$ cat config.mk
export PLATFORM = sky130hd
export DESIGN_NAME = cpc_top
export DESIGN_NICKNAME = d
export VERILOG_FILES = /design/src/cpc_pkg.sv /design/src/cpc_top.sv
export SDC_FILE = /design/constraint.sdc
export NUM_CORES = 1
export LEC_CHECK = 0
export ABC_AREA = 0
export ABC_CLOCK_PERIOD_IN_PS = 6050
export BUFFER_PORTS_ARGS = -buffer_cell sky130_fd_sc_hd__buf_2
export CAP_MARGIN = 20
export CORE_MARGIN = 5
export CORE_UTILIZATION = 50
export CTS_CLUSTER_SIZE = 25
export DETAILED_ROUTE_END_ITERATION = 10
export PLACE_DENSITY = 0.68
export SLEW_MARGIN = 20
export SYNTH_ARGS = -nofsm -noshare
export SYNTH_HDL_FRONTEND = slang
export SYNTH_SLANG_ARGS = --single-unit
export TNS_END_PERCENT = 50
$ cat constraint.sdc
create_clock -name clk_sys -period 6.05 [get_ports clk_sys]
set_clock_uncertainty 0.15 [all_clocks]
set_input_delay 0 -clock clk_sys [delete_from_list [all_inputs] [get_ports clk_sys]]
set_output_delay 0 -clock clk_sys [all_outputs]
set_load 0.005 [all_outputs]
$ cat src/cpc_pkg.sv
// Package of constants and types for the configuration pin control block.
// Contract
// - User pins float, pulled up, during configuration.
// - Unused pins float, pulled up, after configuration.
// - Reset input during configuration restarts loading.
// - After configuration reset is user or global.
// - Master and async peripheral drive config clock.
// - Microprocessor mode drives config clock for chaining.
// - Low completion pin delays start-up.
// - Completion pin is open-drain, high when done.
// - Program low restarts configuration, resets scan.
// - Trigger low during configuration tri-states all pins; the code ignores it in ST_INIT.
// - Option keeps trigger tri-stating after configuration.
// - Trigger falling edge starts readback at frame zero.
// - Shared pin carries readback data or test output.
// - Mode pins latched on rising init status.
// - Mode pins become user pins after configuration.
`default_nettype none
package cpc_pkg;
   localparam int ADDR_W = 8;
   localparam logic [7:0] OFF_CTRL = 8'h00;
   localparam logic [7:0] OFF_STATUS = 8'h04;
   localparam logic [7:0] OFF_DATA = 8'h08;
   localparam logic [7:0] OFF_USED = 8'h0C;
   localparam int CTRL_LOAD_DONE = 0;
   localparam logic [3:0] CTRL_RESET = 4'h0;
   localparam int CLK_PERIOD_PS = 4000;
   localparam int INIT_TIME_NS = 1000;
   localparam int INIT_CYCLES = (INIT_TIME_NS * 1000) / CLK_PERIOD_PS;
   localparam int CONFIG_CLOCK_PIN_HALF_NS = 60;
   localparam int CONFIG_CLOCK_PIN_HALF_CYCLES = (CONFIG_CLOCK_PIN_HALF_NS * 1000) / CLK_PERIOD_PS;
   localparam logic [2:0] MODE_MASTER = 3'h0;
   localparam logic [2:0] MODE_ASYNC_PERIPH = 3'h5;
   localparam logic [2:0] MODE_MICRO = 3'h2;
   localparam logic [2:0] MODE_RESET = 3'h0;
   typedef enum logic [4:0] {
      ST_RESTART = 5'b00001,
      ST_INIT = 5'b00010,
      ST_CONFIG = 5'b00100,
      ST_STARTUP = 5'b01000,
      ST_USER = 5'b10000
   } cpc_state_type;
   typedef struct packed {
      logic scan_en;
      logic reset_direct;
      logic ts_after_cfg;
      logic readback_en;
   } cpc_ctrl_type;
endpackage : cpc_pkg
`default_nettype wire

$ cat src/cpc_top.sv
// Configuration pin control: restart, clock direction, start-up, readback.
//
// Our own choices: the register addresses and the APB register port.
`default_nettype none
module cpc_sync #(
   parameter int W = 1
) (
   input wire logic clk_sys,
   input wire logic arst_n,
   input wire logic [W-1:0] d,
   output logic [W-1:0] q
);
   logic [W-1:0] s1;
   always_ff @(posedge clk_sys or negedge arst_n) begin
      if (!arst_n) begin
         s1 <= '1;
         q <= '1;
      end else begin
         s1 <= d;
         q <= s1;
      end
   end
endmodule : cpc_sync

////////////////////////////////////////////////////////////////////////////
module cpc_top #(
   parameter int USER_PINS = 8,
   parameter int DEPTH = 16
) (
   input wire logic clk_sys,
   input wire logic arst_n,
   input wire logic psel,
   input wire logic penable,
   input wire logic pwrite,
   input wire logic [cpc_pkg::ADDR_W-1:0] paddr,
   input wire logic [31:0] pwdata,
   output logic [31:0] prdata,
   output logic pready,
   output logic pslverr,
   input wire logic program_restart_n,
   input wire logic reset_pin_in,
   input wire logic config_clock_pin_in,
   output logic config_clock_pin_out,
   output logic config_clock_pin_oe,
   input wire logic done_pin_in,
   output logic done_pin_out,
   output logic done_pin_oe,
   input wire logic readback_trigger_n,
   input wire logic [2:0] mode_select_pins,
   output logic init_status,
   output logic readback_tdo_pin,
   input wire logic tdo_in,
   input wire logic [31:0] function_unit_state,
   input wire logic [USER_PINS-1:0] user_oe_req,
   output logic [USER_PINS-1:0] user_oe,
   output logic [USER_PINS-1:0] user_pullup,
   output logic reset_pullup,
   output logic mode_pullup,
   output logic mode_pins_user,
   output logic global_tristate,
   output logic global_set_reset,
   output logic user_reset,
   output logic scan_reset,
   output logic config_active
);
   import cpc_pkg::*;

   localparam int AW = $clog2(DEPTH);

   if (USER_PINS < 1 || USER_PINS > 32 || DEPTH < 2) begin : g_chk
      $error("cpc_top: USER_PINS must be 1..32 and DEPTH at least 2.");
   end

   ////////////////////////////////////////////////////////////////////////
   // Every pin input is resynchronised before any decision looks at it.
   logic [7:0] pin_s;
   cpc_sync #(.W(8)) u_sync (
      .clk_sys(clk_sys),
      .arst_n(arst_n),
      .d({program_restart_n, reset_pin_in, readback_trigger_n,
          done_pin_in, config_clock_pin_in, mode_select_pins}),
      .q(pin_s)
   );
   wire prog_s = pin_s[7];
   wire rst_s = pin_s[6];
   wire trig_s = pin_s[5];
   wire done_s = pin_s[4];
   wire config_clock_pin_s = pin_s[3];
   wire [2:0] mode_s = pin_s[2:0];

   cpc_state_type state;
   cpc_ctrl_type ctrl;
   logic [2:0] mode;
   logic [USER_PINS-1:0] used;
   logic [31:0] mem [DEPTH];
   logic [AW-1:0] wr_addr;
   logic [15:0] init_cnt;
   logic [7:0] div_cnt;
   logic config_clock_pin_q;
   logic config_clock_pin_d;
   logic trig_d;
   logic load_done;
   logic rb_active;
   logic rb_last;
   logic [AW-1:0] rb_addr;
   logic [4:0] rb_bit;
   logic [31:0] rb_shift;

   ////////////////////////////////////////////////////////////////////////
   wire is_user = (state == ST_USER);
   wire restart_req = !prog_s || (!rst_s && !is_user);
   wire init_end = (state == ST_INIT) && (init_cnt == 16'(INIT_CYCLES - 1));
   wire drive_mode = (mode == MODE_MASTER) || (mode == MODE_ASYNC_PERIPH)
                     || (mode == MODE_MICRO);
   wire div_wrap = (div_cnt == 8'(CONFIG_CLOCK_PIN_HALF_CYCLES - 1));
   // In slave modes the host's clock edges pace the logic instead.
   wire config_clock_pin_tick = drive_mode ? (div_wrap && !config_clock_pin_q)
                               : (config_clock_pin_s && !config_clock_pin_d);
   wire trig_fall = trig_d && !trig_s;
   wire rb_start = is_user && ctrl.readback_en && !ctrl.ts_after_cfg
                   && trig_fall && !rb_active;
   wire gts_now = !trig_s && (is_user ? ctrl.ts_after_cfg
                   : (state != ST_INIT));

   ////////////////////////////////////////////////////////////////////////
   // APB slave; the answer comes in the second access cycle.
   wire apb_acc = psel && penable && !pready;
   wire hit_ctrl = (paddr == OFF_CTRL);
   wire hit_status = (paddr == OFF_STATUS);
   wire hit_data = (paddr == OFF_DATA);
   wire hit_used = (paddr == OFF_USED);
   wire hit_any = hit_ctrl || hit_status || hit_data || hit_used;
   wire wr_ctrl = apb_acc && pwrite && hit_ctrl;
   wire wr_data = apb_acc && pwrite && hit_data && (state == ST_CONFIG)
                  && (wr_addr != AW'(DEPTH - 1));
   wire [2:0] wr_addr_pad = 3'(wr_addr);
   wire [31:0] status_word = {15'h0000, rb_active, init_status,
                              done_s, mode, 3'h0, state, wr_addr_pad};
   wire [31:0] used_word = 32'(used);
   wire [31:0] rd_mux = hit_ctrl ? {27'h0, ctrl, 1'b0} :
                        hit_status ? status_word :
                        hit_used ? used_word : 32'h0000_0000;

   always_ff @(posedge clk_sys or negedge arst_n) begin
      if (!arst_n) begin
         pready <= 1'b0;
         pslverr <= 1'b0;
         prdata <= 32'h0000_0000;
      end else begin
         pready <= apb_acc;
         pslverr <= apb_acc && !hit_any;
         prdata <= (apb_acc && !pwrite) ? rd_mux : 32'h0000_0000;
      end
   end

   always_ff @(posedge clk_sys or negedge arst_n) begin
      if (!arst_n) begin
         ctrl <= CTRL_RESET;
         used <= '0;
         load_done <= 1'b0;
      end else begin
         load_done <= wr_ctrl && pwdata[CTRL_LOAD_DONE]
                      && (state == ST_CONFIG);
         if (wr_ctrl) begin
            ctrl <= pwdata[4:1];
         end
         if (apb_acc && pwrite && hit_used) begin
            used <= pwdata[USER_PINS-1:0];
         end
      end
   end

   always_ff @(posedge clk_sys) begin
      if (wr_data) begin
         mem[wr_addr] <= pwdata;
      end
   end

   ////////////////////////////////////////////////////////////////////////
   // Sequencer: restart, initialisation, loading, start-up, user.
   always_ff @(posedge clk_sys or negedge arst_n) begin
      if (!arst_n) begin
         state <= ST_RESTART;
         init_cnt <= 16'h0000;
         init_status <= 1'b0;
         mode <= MODE_RESET;
         wr_addr <= '0;
      end else if (restart_req) begin
         state <= ST_RESTART;
         init_cnt <= 16'h0000;
         init_status <= 1'b0;
         wr_addr <= '0;
      end else begin
         case (state)
            ST_RESTART: state <= ST_INIT;
            ST_INIT: begin
               init_cnt <= init_cnt + 16'h0001;
               if (init_end) begin
                  state <= ST_CONFIG;
                  init_status <= 1'b1;
                  mode <= mode_s;
               end
            end
            ST_CONFIG: begin
               if (wr_data) begin
                  wr_addr <= wr_addr + AW'(1);
               end
               if (load_done) begin
                  state <= ST_STARTUP;
               end
            end
            ST_STARTUP: begin
               if (done_s) begin
                  state <= ST_USER;
               end
            end
            ST_USER: state <= ST_USER;
            default: state <= ST_RESTART;
         endcase
      end
   end

   ////////////////////////////////////////////////////////////////////////
   // Configuration clock divider and edge finder.
   always_ff @(posedge clk_sys or negedge arst_n) begin
      if (!arst_n) begin
         div_cnt <= 8'h00;
         config_clock_pin_q <= 1'b0;
         config_clock_pin_d <= 1'b1;
         trig_d <= 1'b1;
      end else begin
         config_clock_pin_d <= config_clock_pin_s;
         trig_d <= trig_s;
         div_cnt <= div_wrap ? 8'h00 : div_cnt + 8'h01;
         if (div_wrap) begin
            config_clock_pin_q <= !config_clock_pin_q;
         end
      end
   end

   ////////////////////////////////////////////////////////////////////////
   // Readback walks the frames from zero, then the function unit states.
   always_ff @(posedge clk_sys or negedge arst_n) begin
      if (!arst_n) begin
         rb_active <= 1'b0;
         rb_last <= 1'b0;
         rb_addr <= '0;
         rb_bit <= 5'h00;
         rb_shift <= 32'h0000_0000;
      end else if (!is_user) begin
         rb_active <= 1'b0;
      end else if (rb_start) begin
         rb_active <= 1'b1;
         rb_last <= 1'b0;
         rb_addr <= '0;
         rb_bit <= 5'h00;
         rb_shift <= mem[0];
      end else if (rb_active && config_clock_pin_tick) begin
         rb_bit <= rb_bit + 5'h01;
         rb_shift <= {rb_shift[30:0], 1'b0};
         if (rb_bit == 5'h1F) begin
            rb_addr <= rb_addr + AW'(1);
            rb_last <= (rb_addr == AW'(DEPTH - 1));
            rb_active <= !rb_last;
            rb_shift <= (rb_addr == AW'(DEPTH - 1)) ? function_unit_state
                        : mem[rb_addr + AW'(1)];
         end
      end
   end

   ////////////////////////////////////////////////////////////////////////
   // Pin drivers, all registered.
   always_ff @(posedge clk_sys or negedge arst_n) begin
      if (!arst_n) begin
         config_clock_pin_out <= 1'b0;
         config_clock_pin_oe <= 1'b0;
         done_pin_out <= 1'b0;
         done_pin_oe <= 1'b1;
         readback_tdo_pin <= 1'b1;
         user_oe <= '0;
         user_pullup <= '1;
         reset_pullup <= 1'b1;
         mode_pullup <= 1'b1;
         mode_pins_user <= 1'b0;
         global_tristate <= 1'b0;
         global_set_reset <= 1'b0;
         user_reset <= 1'b1;
         scan_reset <= 1'b1;
         config_active <= 1'b1;
      end else begin
         config_clock_pin_out <= config_clock_pin_q;
         config_clock_pin_oe <= drive_mode
                                && (!is_user || rb_active);
         done_pin_out <= 1'b0;
         // Open drain: the pin is pulled low until loading has finished.
         done_pin_oe <= (state != ST_STARTUP) && !is_user;
         readback_tdo_pin <= ctrl.scan_en ? tdo_in : rb_shift[31];
         user_oe <= (is_user && !gts_now) ? (user_oe_req & used)
                    : '0;
         user_pullup <= is_user ? ~used : '1;
         reset_pullup <= !is_user;
         mode_pullup <= !is_user;
         mode_pins_user <= is_user;
         global_tristate <= gts_now;
         // The synchroniser adds two cycles before the global reset acts.
         global_set_reset <= is_user && ctrl.reset_direct && !rst_s;
         user_reset <= (is_user && !ctrl.reset_direct) ? rst_s : 1'b1;
         scan_reset <= !prog_s;
         config_active <= !is_user;
      end
   end
endmodule : cpc_top
`default_nettype wire

== Yosys cells after proc, flatten, opt, wreduce, memory -nomap -nowiden ==
Memory sizes are Yosys's and may differ from the RTL's.
Cells that the tools add are included.
Widths: inputs -> output; s select.

* Add/sub/neg operators: 5
* Equal/unequal tests: 22
* Reduce and logical (&&, ||, !) cells: 65
* Bitwise logic cells: 3
* Multiplexer cells: 42

{| class="wikitable"
|+ Operators with widths
! cell !! count
|-
| $mux 32 || 4
|-
| $mux 17 || 3
|-
| $mux 16 || 2
|-
| $mux 8 || 4
|-
| $mux 5 || 6
|-
| $logic_and 1x1->1 || 29
|-
| $pmux 5 s5 || 1
|-
| $eq 8x4->1 const B || 3
|-
| $mux 4 || 6
|-
| $add 16x1->16 const B || 1
|-
| $eq 16x8->1 const B || 1
|-
| $mux 1 || 16
|-
| $logic_not 1->1 || 14
|-
| $reduce_bool 2->1 || 6
|-
| $eq 5x5->1 const B || 2
|-
| $reduce_and 3->1 || 3
|-
| $add 4x1->4 const B || 2
|-
| $add 8x1->8 const B || 1
|-
| $and 8x8->8 || 1
|-
| $eq 8x3->1 const B || 1
|-
| $logic_not 8->1 || 1
|-
| $not 8->8 || 1
|-
| $reduce_and 2->1 || 4
|-
| $logic_or 1x1->1 || 7
|-
| 16 further kinds || 18
|}

* Output and inout port bits: 64
* Register bits after elaboration: 157
* Memory bits (writable): 512
* Memories kept: 1
* Word-level logic and storage cells: 175

{| class="wikitable"
|+ Memory list
! memory !! depth !! width !! read ports !! clocked after Yosys merged registers in !! write ports !! line !! text
|-
| mem || 16 || 32 || 2 || 0 || 1 || cpc_top.sv:95 || <nowiki>logic [31:0] mem [DEPTH];</nowiki>
|}

== Logic depth before layout (Yosys ltp) ==
Gate-level depths: netlist of the first run.

* Depth in word-level cells: 9
* Depth in mapped cells: 10
* Gate-level depth less buffers: 8

== Modules after synthesis ==
From an unflattened synthesis of the first run, not the netlist that was laid out.

* Cell total of the unflattened synthesis: 1,493
* Area, all modules: 26,708.1 um^2

{| class="wikitable"
|+ Modules (own cells, without submodules)
! module !! cells each !! area each (um^2) !! instances
|-
| cpc_top || 1,477 || 26,287.7 || 1
|-
| cpc_sync || 16 || 420.4 || 1
|}

== Least setup slack after synthesis of the first run ==
Ideal clock, no wire load.

* Path type: flip-flop to flip-flop
* Start point: register state[4]
* End point: memory mem[6][0], enable pin
* Cell stages (with the launch flop): 8
* Library setup time: 461 ps
* Buffers on the path: 2
* Period minus slack after synthesis: 4,353 ps
* Data required time: 5,439 ps
* Arrival time: 3,742 ps
* Slack: 1,697 ps
* Path through: dfrtp_1 > clkbuf_1 > or3_1 > nor2_1 > and4bb_1 > buf_2 > nand2_1 > nor3_1

* Word-level cells in the longest chain between the ends: 5

{| class="wikitable"
|+ Ends and longest elaborated chain
! item !! line !! text
|-
| from (decl) || cpc_top.sv:91 || <nowiki>cpc_state_type state;</nowiki>
|-
| from (signal assigned) || cpc_top.sv:183 || <nowiki>state <= ST_RESTART;</nowiki>
|-
| from (signal assigned) || cpc_top.sv:189 || <nowiki>state <= ST_RESTART;</nowiki>
|-
| from (signal assigned) || cpc_top.sv:195 || <nowiki>ST_RESTART: state <= ST_INIT;</nowiki>
|-
| $eq 5x3->1 || cpc_top.sv:134 || <nowiki>wire wr_data = apb_acc && pwrite && hit_data && (state == ST_CONFIG)</nowiki>
|-
| $logic_and 1x1->1 || cpc_top.sv:134 ||
|-
| $logic_and 1x1->1 || cpc_top.sv:135 || <nowiki>&& (wr_addr != AW'(DEPTH - 1));</nowiki>
|-
| $mux 1 || cpc_top.sv:174 || <nowiki>if (wr_data) begin</nowiki>
|-
| $mux 1 (implied by the code) || cpc_top.sv:175 || <nowiki>mem[wr_addr] <= pwdata;</nowiki>
|-
| to (decl) || cpc_top.sv:95 ||
|}

No other way between the ends.

== Final worst setup path of the first run ==
* Start point: register rb_addr[0]
* End point: register rb_shift[0]

* Word-level cells in the longest chain between the ends: 6
* Elaborated cells on any way between the ends: 7
* Those cells by class: 1 x add/sub; 1 x eq/ne; 4 x mux; 1 x memory

{| class="wikitable"
|+ Ends and longest elaborated chain
! item !! line !! text
|-
| from (decl) || cpc_top.sv:105 || <nowiki>logic [AW-1:0] rb_addr;</nowiki>
|-
| from (signal assigned) || cpc_top.sv:262 || <nowiki>rb_addr <= rb_addr + AW'(1);</nowiki>
|-
| $add 4x1->4 || cpc_top.sv:266 || <nowiki>: mem[rb_addr + AW'(1)];</nowiki>
|-
| $mem_v2 16x32 || - ||
|-
| $mux 32 * || cpc_top.sv:265 || <nowiki>rb_shift <= (rb_addr == AW'(DEPTH - 1)) ? function_unit_state</nowiki>
|-
| $mux 32 * || cpc_top.sv:261 || <nowiki>if (rb_bit == 5'h1F) begin</nowiki>
|-
| $mux 32 * || cpc_top.sv:258 || <nowiki>end else if (rb_active && config_clock_pin_tick) begin</nowiki>
|-
| $mux 32 * || cpc_top.sv:252 || <nowiki>end else if (rb_start) begin</nowiki>
|-
| to (signal assigned) || cpc_top.sv:257 || <nowiki>rb_shift <= mem[0];</nowiki>
|-
| to (signal assigned) || cpc_top.sv:260 || <nowiki>rb_shift <= {rb_shift[30:0], 1'b0};</nowiki>
|-
| to (signal assigned) || cpc_top.sv:265 ||
|-
| to (decl) || cpc_top.sv:107 || <nowiki>logic [31:0] rb_shift;</nowiki>
|}

Every way passes the cells marked *; elsewhere a longest branch is shown, timed or not. The select of a mux whose other input is x is not followed.
A chain may end at the register's enable or synchronous reset.

==> reports/results.tsv, run 1 <==
stage	metric	value	unit
sta	drv_slew	0	
sta	rsz0062_at_grt	false	
routing	drtPass1Iterations	7	
cells_and_area	final_core_util	59.81	%
place	dp_worst_setup_slack	1.925	ns
grt	grt_start_max_net_pins	86	
sta	max_freq	247.3	MHz
synthesis	ys_types	57	
floorplanning	die_x	240.2	um
synthesis	synthFlopType	edfxtp_1	
synthesis	synth.avg_cell_area	16.98	um2
sta	fin_tns_setup	0	ns
place	gp_congestion	0.7752	
clock_tree	cts_root_buffer	clkbuf_16	
floorplanning	fp-row-count	84	
grt	grt_pass1_vias	15300	
pwr	p_sw	1.824	mW
worst_setup_path	slowest_stage	dfrtp_4	
floorplanning	initial_core_util	50.43	%
worst_setup_path	cp_max_fo	48	
run_status	status	complete, no violations	
grt	gr-total-overflow	0	
place	numPortBuffers	138	
grt	antenna_found_initial	1	
routing	ant_nets	0	
sta	fin_crit_sh	66.85	%
worst_setup_path	cp_slowest_stage_delay	1.07	ns
pwr	peakVddDrop	0.0001955	V
sta	fin_ws	2.006	ns
pwr	seq_power_share	53.8	%
cells_and_area	fin_area	31430	um2
worst_setup_path	arrival	4.36	ns
pwr	total_power	9.258	mW
routing	via_per_inst	5.725	
floorplanning	fp.dieArea	57710	um2
cells_and_area	drive_gt1_share	25.00	%
routing	drt-initial-drc-count	1365	
sta	worst_pin_slew	1.080	ns
floorplanning	pin_count	158	
place	postPlaceCellArea	28180	um2
clock_tree	clock_latency	0.60	ns
synthesis	synth_top_area_share	58.01	%
synthesis	syn_inst	1561	
pwr	powerDensity	294.6	nW/um2
clock_tree	clock_sinks	666	
worst_setup_path	endpoint_kind	flop	
clock_tree	htreeDepth	3	
pwr	switching_share	19.70	%
clock_tree	ctsResizeCount	0	
cells_and_area	multiInputGateArea	6947	um2
grt	grt_pass1_wl	89470	um
pwr	combPwrFrac	2.1	%
cells_and_area	final_nets	1956	
cells_and_area	area_growth	18.59	%
pwr	p_clk_share	44.2	%
floorplanning	coreArea	52550	um2
cells_and_area	regArea	19270	um2
synthesis	synth_warnings	0	
routing	remaining_drc_errors	0	
synthesis	synthArstFlopShare	23.12	%
pwr	intPower	7.434	mW
synthesis	synthTopCellsByCount	edfxtp_1 (512), nand2_1 (151), mux4_2 (129)	
synthesis	yosysTopAreaCell	edfxtp_1	
place	dpl.hpwl	33900	um
sta	setup_viol	0	
sta	layout_min_cycle_time	4.044	ns
synthesis	syn_area	26500	um2
worst_setup_path	crit_required	6.36	ns
cells_and_area	stdcell_count	2596	
grt	grt.total_usage	20.25	%
cells_and_area	fill_cells	3846	
place	dp.cells	2363	
clock_tree	clk_pin_slew	0.06	ns
clock_tree	tritoncts	yes	
job	maxCapViolCount	0	
routing	dr_total_vias	14860	
worst_setup_path	path_cells	nand3_1, xnor2_4, buf_4, mux4_2, mux2i_1, o21ai_0	
routing	wl_per_cell	22.32	um
clock_tree	cts_made_buffers	70	
clock_tree	cts_buffer_depth	3	
cells_and_area	num_antenna_cells	0	
sta	slew_headroom	27.93	%
worst_setup_path	cp-start-kind	flop	
routing	postRouteWirelength	57960	um
sta	whs	0.02040	ns
synthesis	synth.most_common_cell	edfxtp_1	
min_path	hold_path_class	in -> reg	
synthesis	synth_seq_cells	666	
worst_setup_path	critPathKind	reg -> reg	
pwr	power.leakage	10.99	nW
synthesis	synth_area_leaders	edfxtp_1 (58%), dfrtp_1 (12%), mux4_2 (11%), dfstp_2 (3.2%), nand2_1 (2.1%)	
synthesis	synth_edf_count	512	
floorplanning	fp.dieH	240.2	um
sta	finalHoldViolCount	0	
synthesis	ys_seq_area_share	72.70	%
-- worst max-delay path: cells and delay by family, from the launching register on --
family                    cells  cell delay, ns
DFF                           1            1.07
muxes                         2            0.71
xor gates and xnor gates      1            0.70
buffers and inverters         1            0.64
and+or+nand+nor               1            0.49
AOI/OAI and AO/OA             1            0.10
-- power groups by stage --
stage	logic (mW)	clock network [mW]	registers [mW]
floorplan	0.0384	0	5.07
global placement	0.133	0	5.07
detailed placement	0.140	0	5.07
CTS	0.193	4.17	4.98
global route	0.212	4.37	4.98
finish	0.191	4.09	4.98
-- per-layer routing --
layer	global-route usage, %	routed length, um	vias up
met5	0	13	-
met4	5.829	1154	2
met3	3.349	4077	92
met2	32.77	28240	546
met1	29.00	24470	7632
li1	-	-	6589
-- repair_timing --
item / 4_1_cts / 5_1_grt
hold endpoints to repair: 710 / 0
hold buffers: 104 / 0
setup buffers: 0 / 0
-- state kept, by name, indices dropped and copies added (netlist names), 5 cells and up --
name and count:
mem 512, rb_shift 32, init_cnt 16, prdata 14
div_cnt 8, u_sync.q 8, u_sync.s1 8, used 8
user_oe 8, user_pullup 8, rb_bit 5, state 5
-- kinds of logic (layout without fill, tap and decap cells) --
logic type                 count (synthesis)  in the layout  synth area share, %
DFF                                      666            666                72.70
muxes                                    154            154                11.99
xor gates and xnor gates                  30             30                1.048
AOI/OAI and AO/OA                        195            195                4.579
other                                      1             51              0.01415
and+or+nand+nor                          385            385                6.845
buffers and inverters                    119            416                2.304
adders and majority gates                 11             11               0.5193
-- path summary, 6_finish.rpt --
| check | startpoint | endpoint | slack, ns | cells past startpoint |
|---|---|---|---|---|
| worst min-delay path | function_unit_state[31] | rb_shift[31] | 0.02 | 6 |
| worst max-delay path | rb_addr[0] | rb_shift[0] | 2.01 | 6 |
| min in group asynchronous | arst_n | div_cnt[4] | 0.35 | 4 |
| worst min register to register | u_sync.s1[0] | u_sync.q[0] | 0.20 | 0 |
| worst max register to register | rb_addr[0] | rb_shift[0] | 2.01 | 6 |
| max in group asynchronous | arst_n | rb_addr[0] | 4.58 | 4 |
-- cell usage in the layout (no fill, tap or decap), types with 8 or more instances in the layout --
master	instances
a31oi_1	63
a21oi_1	42
clkbuf_16	73
xor2_1	18
clkinv_1	11
ha_1	9
dfstp_2	32
clkbuf_1	19
mux2_2	17
and3_1	14
buf_2	137
o22ai_1	33
nor2_1	87
nand3_1	23
o21ai_0	12
a22oi_1	31
clkinv_2	13
and2_1	10
dfrtp_1	121
nand4_1	12
mux4_2	129
nand2b_1	37
edfxtp_1	512
inv_1	12
nand2_1	151
xnor2_1	10
dlygate4sd3_1	103
mux2i_1	8
conb_1	51
buf_4	25
-- area by class of cell --
cell class / instances / share of cell area (%)
Multi-Input combinational cell: 826 / 22.10
Sequential cell: 666 / 61.32
Inverter: 13 / 0.1632
Clock inverter: 34 / 0.8081
Clock buffer: 95 / 6.170
Timing Repair Buffer: 274 / 6.700
Tap cell: 688 / 2.739
Note: power is estimated with default switching activity, not from simulation.
==> run 2: changes to the inputs <==
--- a/config.mk
+++ b/config.mk
@@ -6,14 +6,14 @@
 export NUM_CORES = 1
 export LEC_CHECK = 0
 export ABC_AREA = 0
-export ABC_CLOCK_PERIOD_IN_PS = 6050
+export ABC_CLOCK_PERIOD_IN_PS = 3500
 export BUFFER_PORTS_ARGS = -buffer_cell sky130_fd_sc_hd__buf_2
 export CAP_MARGIN = 20
 export CORE_MARGIN = 5
 export CORE_UTILIZATION = 50
 export CTS_CLUSTER_SIZE = 25
 export DETAILED_ROUTE_END_ITERATION = 10
-export PLACE_DENSITY = 0.68
+export PLACE_DENSITY = 0.7
 export SLEW_MARGIN = 20
 export SYNTH_ARGS = -nofsm -noshare
 export SYNTH_HDL_FRONTEND = slang
==> constraint.sdc (replaced) <==
create_clock -name clk_sys -period 3.5 [get_ports clk_sys]
set_clock_uncertainty 0.15 [all_clocks]
set_input_delay 0 -clock clk_sys [delete_from_list [all_inputs] [get_ports clk_sys]]
set_output_delay 0 -clock clk_sys [all_outputs]
set_load 0.005 [all_outputs]
==> reports/results.tsv, run 2 (same netlist as run 1, synthesis figures left out) <==
stage	metric	value	unit	change
floorplanning	pin_count	158		unchanged
routing	remaining_drc_errors	0		unchanged
clock_tree	post_cts_buffers	0		unchanged
cells_and_area	biggestRegsByFlops	mem (512), rb_shift (32), init_cnt (16)		
place	dpl.hpwl	35100	um	+3.5%
cells_and_area	drive_gt1_share	26.26	%	+1.3 points
cells_and_area	layout_commonest_cell	edfxtp_1		
routing	postRouteWirelength	59140	um	+2.0%
routing	met2_length	29440	um	+4.3%
place	numPortBuffers	138		unchanged
worst_setup_path	cp_slowest_stage_delay	0.62	ns	-0.45 ns
routing	wl_met1	24280	um	-0.79%
cells_and_area	final_nets	1971		+0.77%
routing	drtPass1Iterations	5		-2
routing	drt-initial-drc-count	1212		-11%
sta	fin_ws	0.1804	ns	-1.825 ns
worst_setup_path	crit_family	simple AND/OR/NAND/NOR gates		
floorplanning	fp.dieArea	57710	um2	unchanged
cells_and_area	final_cell_mix	edfxtp_1 (512), nand2_1 (151), buf_2 (137)		
clock_tree	htreeDepth	3		unchanged
routing	top_layer	met5		
place	dp_worst_setup_slack	0.4753	ns	-1.450 ns
sta	worst_pin_slew	0.9731	ns	-0.1067 ns
cells_and_area	area_growth	19.84	%	
worst_setup_path	startpoint	pready		
sta	fin_crit_sh	94.85	%	+28 points
worst_setup_path	path_buf_inv	3		+2
floorplanning	fp-row-count	84		unchanged
worst_setup_path	arrival	3.45	ns	-0.91 ns
cells_and_area	final_core_util	60.44	%	+0.63 points
job	maxCapViolCount	0		unchanged
clock_tree	cts_root_buffer	clkbuf_16		
routing	wl_met3	4262	um	+4.5%
floorplanning	die_x	240.2	um	unchanged
clock_tree	cts_made_buffers	69		-1.4%
sta	setup_viol	0		unchanged
cells_and_area	top_register	mem		
clock_tree	tritoncts	yes		
floorplanning	fp.dieH	240.2	um	unchanged
min_path	worstHoldStart	function_unit_state[18]		
clock_tree	clk_pin_slew	0.06	ns	about the same
clock_tree	clock_latency	0.59	ns	about the same
worst_setup_path	path_cells	nand3b_1, dlygate4sd3_1, inv_1, nand4_1, and4bb_2, nor3b_2, and2_4, buf_12		
worst_setup_path	endpoint_kind	flop		
routing	dr_total_vias	14960		+0.67%
pwr	peakVddDrop	0.0003966	V	+100%
worst_setup_path	crit_required	3.63	ns	-2.73 ns
worst_setup_path	critPathKind	reg -> reg		
sta	layout_min_cycle_time	3.320	ns	-0.7247 ns
floorplanning	initial_core_util	50.43	%	unchanged
routing	wl_per_cell	22.65	um	+1.5%
grt	grt.total_usage	20.68	%	+0.43 points
run_status	status	complete, no violations		
cells_and_area	num_antenna_cells	0		unchanged
clock_tree	cts_buffer_depth	3		unchanged
sta	whs	0.01506	ns	-0.005339 ns
sta	finalHoldViolCount	0		unchanged
worst_setup_path	cp_max_fo	23		-52%
grt	gr-total-overflow	0		unchanged
pwr	power.leakage	11.15	nW	+1.4%
worst_setup_path	cp-start-kind	flop		
sta	max_freq	301.2	MHz	+22%
place	gp_congestion	0.8038		+3.7%
routing	via_per_inst	5.730		about the same
cells_and_area	largest_register_ffs	512		unchanged
floorplanning	coreArea	52550	um2	unchanged
grt	grt_start_max_net_pins	89		+3.5%
pwr	powerDensity	513.4	nW/um2	+74%
sta	rsz0062_at_grt	false		
worst_setup_path	rr_startpoint	pready		
worst_setup_path	slowest_stage	dlygate4sd3_1		
sta	drv_slew	0		unchanged
sta	slew_headroom	34.53	%	+6.6 points
grt	antenna_found_initial	1		unchanged
grt	grt_pass1_vias	15400		+0.65%
grt	grt_pass1_wl	90990	um	+1.7%
routing	ant_nets	0		unchanged
clock_tree	clock_sinks	666		unchanged
min_path	hold_path_class	in -> reg		
## run 2: cell count changes in the layout (fill, tap and decap cells not counted), sizes merged
cell	delta
clkinvlp	+1
dlygate4sd3	-2
clkinv	-5
clkbuf	-1
buf	+18
bufinv	+4
## run 2: worst reg2reg max path, cell delays in order (launching register included)
cell,delay [ns]
dfrtp_1,0.38
nand3b_1,0.19
dlygate4sd3_1,0.62
inv_1,0.09
nand4_1,0.16
and4bb_2,0.51
nor3b_2,0.32
and2_4,0.33
buf_12,0.25
## run 2: area by class of cell
cell class / count / area [um2]
Multi-Input combinational cell: 826 / 6944
Timing Repair Buffer: 290 / 2328
Sequential cell: 666 / 19270
Clock buffer: 94 / 1937
Fill cell: 3791 / 20790
Clock inverter: 34 / 366.6
Inverter: 13 / 51.30
Tap cell: 688 / 860.8
## run 2: metal layers
metal,track usage (%),up-vias
met1,28.47,7687
met2,34.77,579
met4,5.812,2
met5,0,-
li1,-,6596
met3,3.395,97
## run 2: power breakdown
group	total, mW	switching [mW]	internal, mW
sequential	8.60	0.0186	8.58
combinational	0.330	0.190	0.140
clock	7.37	2.95	4.42
## run 2: worst paths after layout
check / end / slack [ns] / cells past startpoint
setup reg to reg: mem[1][10] / 0.18 / 8
setup / recovery: mem[1][10] / 0.18 / 8
hold / removal: rb_shift[18] / 0.02 / 6
hold reg to reg: u_sync.q[5] / 0.20 / 0
min in group asynchronous: rb_shift[18] / 0.48 / 3
max in group asynchronous: rb_shift[19] / 1.14 / 4
## run 2: what timing repair did
item | in CTS | in global routing
hold endpoints to repair | 701 | 0
resized for setup | 0 | 3
setup endpoints to repair | 0 | 268
hold buffers | 101 | 0
## run 2: stage by stage
stage / TNS, ns / total power, mW / cells / cell area (um2)
2_1_floorplan: -110.46 / 8.826 / 1611 / 26690
3_5_place_dp: 0 / 9.009 / 2382 / 28440
5_1_grt: 0 / 16.85 / 2611 / 31760
4_1_cts: 0 / 16.44 / 2611 / 31760
3_3_place_gp: 0 / 8.998 / 2382 / 28440
6_report: 0 / 16.31 / 2611 / 31760
